**src/hdl/sprs_regs.svh**
```systemverilog
// constants for the sensor power/reset sequencer
// assumes inclusion by bare name from the package and the design module
`ifndef SPRS_REGS_SVH
`define SPRS_REGS_SVH
// pixel bus width
`define SPRS_PIX_W 12
// initialization length, in input clock cycles
`define SPRS_INIT_CYCLES 150000
// init counter width
`define SPRS_CNT_W 18
// position of the streaming bit in the control word
`define SPRS_STREAM_BIT 2
// reset value of the streaming bit
`define SPRS_STREAM_RST 1'h0
`endif

```
**src/hdl/sprs_pkg.sv**
```systemverilog
// types of the sensor power/reset sequencer
// assumes sprs_regs.svh is on the include path
`include "sprs_regs.svh"
package sprs_pkg;
    typedef enum logic [1:0] {
        SPRS_INIT = 2'b00,
        SPRS_STANDBY = 2'b01,
        SPRS_STREAM = 2'b10,
        SPRS_STOPPING = 2'b11
    } sprs_state_t;

    typedef struct packed {
        sprs_state_t state;
        logic [`SPRS_CNT_W-1:0] cnt;
        logic stream_bit;
        logic [`SPRS_PIX_W-1:0] pix;
    } sprs_regs_t;

    typedef struct packed {
        logic wr;
        logic [15:0] wdata;
    } sprs_ctrl_wr_t;

    typedef struct packed {
        logic row_end;
        logic frame_end;
        logic [`SPRS_PIX_W-1:0] data;
    } sprs_pix_in_t;
endpackage : sprs_pkg

```
**src/hdl/sprs_sequencer.sv**
```systemverilog
// sensor-side reset, initialization and standby/streaming sequencer
// assumes clk_sys is the sensor input clock and rstn is the sensor reset pin
// assumes the host keeps rails, clock and reset in the documented order
`include "sprs_regs.svh"

// Function
// - pixel outputs stay high-impedance while reset is asserted
// - after reset, 150000 input clocks of init, then software standby
// - writing one to the streaming bit leaves standby and starts output
// - clearing the bit finishes current row or frame, then soft standby
module sprs_sequencer
    import sprs_pkg::*;
#(
    parameter int INIT_CYCLES = `SPRS_INIT_CYCLES
) (
    // clock and reset
    input wire logic clk_sys,
    input wire logic rstn,
    // control register write port
    input wire sprs_ctrl_wr_t ctrl_wr,
    input wire logic stop_on_frame,
    // readout side
    input wire sprs_pix_in_t pix_in,
    // status
    output logic init_done,
    output logic stream_bit,
    output logic streaming,
    // pixel pins
    output logic [`SPRS_PIX_W-1:0] pix_out,
    output logic pix_oe
);
    sprs_regs_t r;
    sprs_regs_t next_r;
    logic boundary;

    // stream and stopping both keep the pixel pins driven
    function automatic logic is_active(input sprs_state_t s);
        return (s == SPRS_STREAM) || (s == SPRS_STOPPING);
    endfunction : is_active

    // row or frame end, whichever the stop mode waits for
    function automatic logic pick_boundary(input logic on_frame, input sprs_pix_in_t p);
        return on_frame ? p.frame_end : p.row_end;
    endfunction : pick_boundary

    always_comb begin
        boundary = pick_boundary(stop_on_frame, pix_in);
    end

    always_comb begin
        next_r = r;
        // control writes are ignored until init completes
        if (ctrl_wr.wr && r.state != SPRS_INIT) begin
            next_r.stream_bit = ctrl_wr.wdata[`SPRS_STREAM_BIT];
        end
        case (r.state)
            SPRS_INIT: begin
                next_r.stream_bit = `SPRS_STREAM_RST;
                if (r.cnt == `SPRS_CNT_W'(INIT_CYCLES - 1)) begin
                    next_r.state = SPRS_STANDBY;
                end else begin
                    next_r.cnt = r.cnt + `SPRS_CNT_W'(1);
                end
            end
            SPRS_STANDBY: begin
                if (r.stream_bit) begin
                    next_r.state = SPRS_STREAM;
                end
            end
            SPRS_STREAM: begin
                if (!r.stream_bit) begin
                    next_r.state = boundary ? SPRS_STANDBY : SPRS_STOPPING;
                end
            end
            SPRS_STOPPING: begin
                if (boundary) begin
                    next_r.state = SPRS_STANDBY;
                end
            end
            default: begin
                next_r.state = SPRS_INIT;
            end
        endcase
        if (is_active(r.state)) begin
            next_r.pix = pix_in.data;
        end
    end

    always_ff @(posedge clk_sys or negedge rstn) begin
        if (!rstn) begin
            r <= '0;
        end else begin
            r <= next_r;
        end
    end

    always_comb begin
        init_done = (r.state != SPRS_INIT);
        stream_bit = r.stream_bit;
        streaming = is_active(r.state);
        pix_oe = rstn && streaming;
        pix_out = r.pix;
    end

    // helper: cycles since reset release, saturating
    logic [`SPRS_CNT_W:0] since_rst;
    always_ff @(posedge clk_sys or negedge rstn) begin
        if (!rstn) begin
            since_rst <= '0;
        end else if (!since_rst[`SPRS_CNT_W]) begin
            since_rst <= since_rst + (`SPRS_CNT_W+1)'(1);
        end
    end
endmodule : sprs_sequencer

```
**config.mk**
```make
export PLATFORM = sky130hd
export DESIGN_NAME = sprs_sequencer
export DESIGN_NICKNAME = d
export VERILOG_FILES = /design/src/hdl/sprs_pkg.sv /design/src/hdl/sprs_sequencer.sv
export VERILOG_INCLUDE_DIRS = /design/src /design/src/hdl
export SDC_FILE = /design/constraint.sdc
export NUM_CORES = 1
export LEC_CHECK = 0
export ABC_AREA = 1
export ABC_CLOCK_PERIOD_IN_PS = 1700
export CAP_MARGIN = 20
export CORE_UTILIZATION = 40
export DETAILED_ROUTE_END_ITERATION = 10
export DONT_BUFFER_PORTS = 1
export SLEW_MARGIN = 20
export SYNTH_ARGS = -nofsm -noshare
export SYNTH_HDL_FRONTEND = slang
export SYNTH_SLANG_ARGS = --single-unit
```
**constraint.sdc**
```tcl
create_clock -name clk_sys -period 1.7 [get_ports clk_sys]
set_input_delay 0.51 -clock clk_sys [delete_from_list [all_inputs] [get_ports clk_sys]]
set_output_delay 0.51 -clock clk_sys [all_outputs]
set_load 0.005 [all_outputs]
```
# Yosys cells after proc, flatten, opt, wreduce, memory -nomap -nowiden
# Cells that the tools add are included.
[word_totals] wordCells=31 out_inout_bits=16 in_bits=34 regBits=33
[classes] reduce_logical=8 add_sub_neg=1 n_eq_ne=8 n_bitwise=1 muxes=9
[ops] cell="18-bit by 1-bit adder with 18-bit output (second input constant)" n=1
[ops] cell="18-bit == test (second input constant)" n=1
[ops] cell="2-bit two-way mux" n=5
[ops] cell="2-bit inequality test (second input constant)" n=4
[ops] cell="2-bit case mux with 4 select lines" n=1
[ops] cell="2-bit == test (second input constant)" n=2
[ops] cell="4-bit AND reduction" n=1
[ops] cell="2-bit nonzero test" n=2
[ops] cell="1-bit two-way mux" n=3
[ops] cell="2-bit by 1-bit == test with 1-bit output (second input constant)" n=1
[ops] cell="1-bit logical AND" n=2
[ops] cell="2-bit logical NOT" n=1
[ops] cell="2-bit AND reduction" n=1
[ops] cell="1-bit logical OR" n=1
[ops] cell="1-bit NOT" n=1

# Longest topological paths before layout
[logic_depth] word_depth=4 depth_mapped=10 ltp_nobuf=10

# Worst setup path after synthesis
# Ideal clock, no wire load.
[synth_timing] path_kind="register -> output" from="register r[31] (netlist name)" to="output port pix_oe" setup_slack_ns=-0.055 required_time_ns=1.190 path_stages_with_launch=6 path_buffers=1 t_arrival_ns=1.245 cell_sequence="dfrtp_1 > inv_1 > ha_1 > nor2_1 > clkbuf_1 > nor2_1"
[synth_via] elab_chain_len=3 elab_cells_between_ends=4 classes_between="eq/ne (2); reduce/logical (2)"
[synth_lines] element="start: declaration" line="sprs_sequencer.sv:32" text="sprs_regs_t r;"
[synth_lines] element="start signal: assignment" line="sprs_sequencer.sv:93" text="r <= next_r;"
[synth_lines] element="2-bit == test" line="sprs_sequencer.sv:38" text="return (s == SPRS_STREAM) || (s == SPRS_STOPPING);"
[synth_lines] element="1-bit logical OR (*)" line="sprs_sequencer.sv:38"
[synth_lines] element="1-bit logical AND (*)" line="sprs_sequencer.sv:101" text="pix_oe = rstn && streaming;"
[synth_lines] element="end: declaration" line="sprs_sequencer.sv:30" text="output logic pix_oe"
# Mark *: on every way between the ends. The rest lies on a longest branch, timed or not.

# Worst setup path in the final report
[layout_timing] from="register r[32] (netlist name)" to="output port pix_oe"
# The elaborated chain is that of the path after synthesis.

==> flow_results.org <==
** Outcome
- Outcome :: complete, but fails checks
- The checks that failed: negative setup slack.

** CTS
- TritonCTS buffer count :: 5
- The clock passes through at most 2 buffers.
- The clock net in this run drives a total of 33 sinks.
- Register clock-pin slew on the reported worst setup and hold paths :: around 0.070 ns
- TritonCTS clock tree :: yes
- The cell sitting at the root of the clock tree is a clkbuf_8.
- Clock H-tree levels :: 2
- Clock latency at the later pin of the worst-skew pair :: ~0.28 ns

** Logic synthesis
- The share of the Yosys chip area taken by registers is 0.422.
- During synthesis, Yosys emitted a total of 0 warnings.
- Adder-Cell Fraction of Synth Area :: 0.0383
- Each instance of the synthesized netlist takes up on average 7.42 µm².
- Synthesis produced a netlist with a net count of 304.
- Of the total synthesized cell area, the portion taken by AND, OR, NAND and NOR gates is 0.332.
- Combinational family with the most area after synthesis :: simple AND/OR/NAND/NOR gates
- Of the total synthesized cell area, the portion taken by XOR and XNOR cells is 0.0447.
- Number of standard cells after synthesis :: 264
- Counting distinct cell types in the post-synthesis netlist gives 27.
- In this run the cell area of the synthesized design comes to 1960 µm².
- In this run, synthesis produced a sequential element count of 33.
- Synthesized-area fraction occupied by ao, oa, aoi and oai cells :: 0.0524
- Measured against the total synthesized area, the mux share comes to 0.

** Global routing
- The via count of the first global-routing pass came to 1447.
- Pin count of the biggest net entering global routing :: 34
- Initial antenna violation count :: 0
- Across every metal layer, demand over resource in global routing totals 0.162.
- Aggregate global routing overflow :: 0
- First-pass GRT wire length :: between 6 and 7 mm

** Timing
- The count of final hold-check violations was 0.
- Number of pins exceeding their max-slew limit in the final report :: 0
- Transition time of the tightest slew-check pin :: 0.270 ns
- Setup violations remaining at the end of the flow were counted as 2.
- Derived from the worst setup path, the maximum achievable clock frequency is 0.588 GHz.
- After layout, the worst setup slack is -0.00197 ns.
- On the final layout, the worst clock skew is 0.00744 ns.
- Setup repair after global routing could not meet its margin everywhere.
- Minimum period implied by the final worst setup slack :: 1.70 ns
- Relative max-transition margin :: 0.818
- Dividing the final minimum period by the clock period gives 1.00.

** Floorplan
- Area inside the core boundary :: 4720 µm²
- Initial core utilization :: 0.415
- After floorplanning, the core was divided into 25 placement rows.
- I/O pin count :: 50
- Measured along the x axis, the die boundary spans 72.0 µm.
- The floorplan step defined a die boundary enclosing a little over 5000 µm².
- DIE HEIGHT :: 72.0 µm

** Detailed routing
- The detailed router put a total of 1.89 mm of wire on met1.
- Met2 wirelength from detailed routing :: approximately 1.7 mm
- In this run the top signal layer used is met4.
- The count of nets left with antenna violations once routing finished came out at 0.
- The first detailed-routing pass took 4 iterations.
- Total via count after detailed routing :: 1554
- Detailed route wirelength on metal3 :: 120 µm
- After detailed routing, the average wire length per cell comes to 11.4 µm.
- DRC viols :: 0
- In the routed layout, each cell is associated on average with a via count of 4.64.
- Overall routed net length :: between 3 and 4 mm
- The first routing iteration left 46 violations.

** Worst setup path
- In this design, the critical path's most frequently occurring cell is nor2_4.
- Data on the critical path arrives at its endpoint at 1.19 ns.
- Cell with the biggest individual delay on the critical path :: dfrtp_2
- STA classifies the critical path startpoint as a flip-flop.
- Buffers & Inverters on Critical Path :: 1
- The critical path goes through ha_4, nor2_4, buf_6, nor2_4.
- Classification of the worst setup path :: flip-flop to output pin
- Required time of the worst setup path :: about 1.2 ns
- Maximum single-stage delay on the critical path :: roughly 0.46 ns
- Among cell families on the critical path, the largest total delay comes from flip-flops.
- Nature of the critical path endpoint :: output pin
- Largest fanout of any net on the critical path :: 4

** Final layout
- At the end of the flow the core is filled with cells to 0.465.
- Inserted Diodes :: 0
- The library cells used most frequently in the layout, excluding fill and tap cells, are 108 x nand2_1, 31 x dfrtp_1, 21 x inv_1, 21 x nor2_1, 12 x buf_4.
- Layout Cells excl Fill :: between 300 and 400
- Final Cell Area :: 2190 µm²
- At the end of the flow, the number of nets in the layout was slightly above 300.
- Of the cells placed in the final design, the portion with a size suffix greater than 1 is 0.142.
- Filler instances :: 478
- Compared with the post-synthesis result, the final layout area differs by 12.1%.
- The library cell used most frequently in the layout, excluding fill and tap cells, is nand2_1.

** Pwr
- Pwr/cell area :: 641 nW/µm²
- IR analysis of the VDD net gives a maximum drop of 0.000252 V.
- Static leakage :: 0.980 nW

** Place
- Placed instance count :: between 300 and 400
- Summing all placed instances gives a cell area of slightly below 2000 µm².
- At the end of routability-driven placement, the weighted congestion stood at 0.770.
- After legalization and detailed placement, the total HPWL measured about 2.6 mm.
- Count of input and output buffers :: 0

** Worst hold path
- The path class of the tightest hold or removal check is input port to async pin.

** Run
- The tool flagged a number of max-cap violations equal to 0.
## state kept, by name, indices dropped and copies added (netlist names)
| name | flops |
|---|---|
| pix_out | 12 |
| r | 20 |
| stream_bit | 1 |
## cell type report
cell class	instances	area, µm²	area share
Timing Repair Buffer	14	121	0.0553
Multi-Input combinational cell	190	976	0.445
Tap cell	67	83.8	0.0382
Clock inverter	1	7.51	0.00342
Clock buffer	6	82.6	0.0376
Inverter	24	95.1	0.0433
Sequential cell	33	828	0.377
## metrics by stage
stage | setup slack [ns] | hold slack [ns] | TNS, ns | total power, mW
4_1_cts | -0.0477 | 0.0469 | -0.0857 | 1.44
2_1_floorplan | 0.00964 | 0.214 | 0 | 0.802
3_5_place_dp | 0.125 | 0.216 | 0 | 0.803
5_1_grt | -0.0362 | 0.0496 | -0.105 | 1.46
6_report | -0.00197 | 0.0494 | -0.00266 | 1.41
3_3_place_gp | 0.125 | 0.216 | 0 | 0.802
## synthesized netlist by cell type, drive strengths merged
library cell,count,area share
xor2,5,0.022
a21boi,1,0.0038
a21oi,3,0.0077
nor2,25,0.053
o211ai,2,0.0077
xnor2,5,0.022
nand2,111,0.22
nand3,11,0.031
nor3,1,0.0026
nor3b,1,0.0064
o21ai,13,0.033
nand4,5,0.016
inv,24,0.046
dfrtp,33,0.42
nand3b,1,0.0038
ha,6,0.038
buf,15,0.061
clkbuf,2,0.0038
## worst register-to-register path, delay by kind of cell, from the launching register on
kind / cells / cell delay [ns]
fa+ha+maj: 1 / 0.19
buf+inv: 1 / 0.04
flops: 1 / 0.37
simple gates: 8 / 0.80
## path summary, 6_finish.rpt
check,start,endpoint,slack (ns),depth (start not counted)
setup / recovery,r[32]$_DFFE_PN0P_,pix_oe,-0.002,4
hold / removal,rstn,r[20]$_DFFE_PN0P_,0.05,1
setup reg to reg,r[14]$_DFFE_PN0P_,r[31]$_DFFE_PN0P_,0.20,10
hold reg to reg,pix_out[0]$_DFFE_PN0N_,pix_out[0]$_DFFE_PN0N_,0.50,2
max in group asynchronous,rstn,r[32]$_DFFE_PN0P_,1.46,1
min in group clk_sys,ctrl_wr[16],stream_bit$_DFFE_PN0P_,0.30,1
## where the power goes
part           leakage, nW  switching (mW)  internal (mW)  total [mW]
clock network       0.0433           0.280          0.320       0.599
registers            0.381               0          0.785       0.785
logic                0.556          0.0174        0.00587      0.0233
## repair_timing
item / 4_1_cts / 5_1_grt
endpoints found under the hold margin: 33 / 0
setup endpoints to repair: 2 / 5
hold buffers: 1 / 0
setup buffers: 2 / 4
gates resized for setup: 6 / 12
pin swaps: 0 / 2
## cells by family after synthesis
| logic type | count (synthesis) |
|---|---|
| AO/OA/AOI/OAI | 19 |
| XOR/XNOR | 10 |
| adder cells (fa/ha/maj) | 6 |
| buffers and inverters | 41 |
| flip-flops | 33 |
| AND/OR/NAND/NOR | 155 |
## routing by layer
layer | global-route usage | vias to the layer above
li1 | - | 812
met1 | 0.211 | 704
met2 | 0.260 | 32
met3 | 0.0389 | 6
met4 | 0.0654 | 0
met5 | 0 | -
Note: power is estimated with default switching activity, not from simulation.
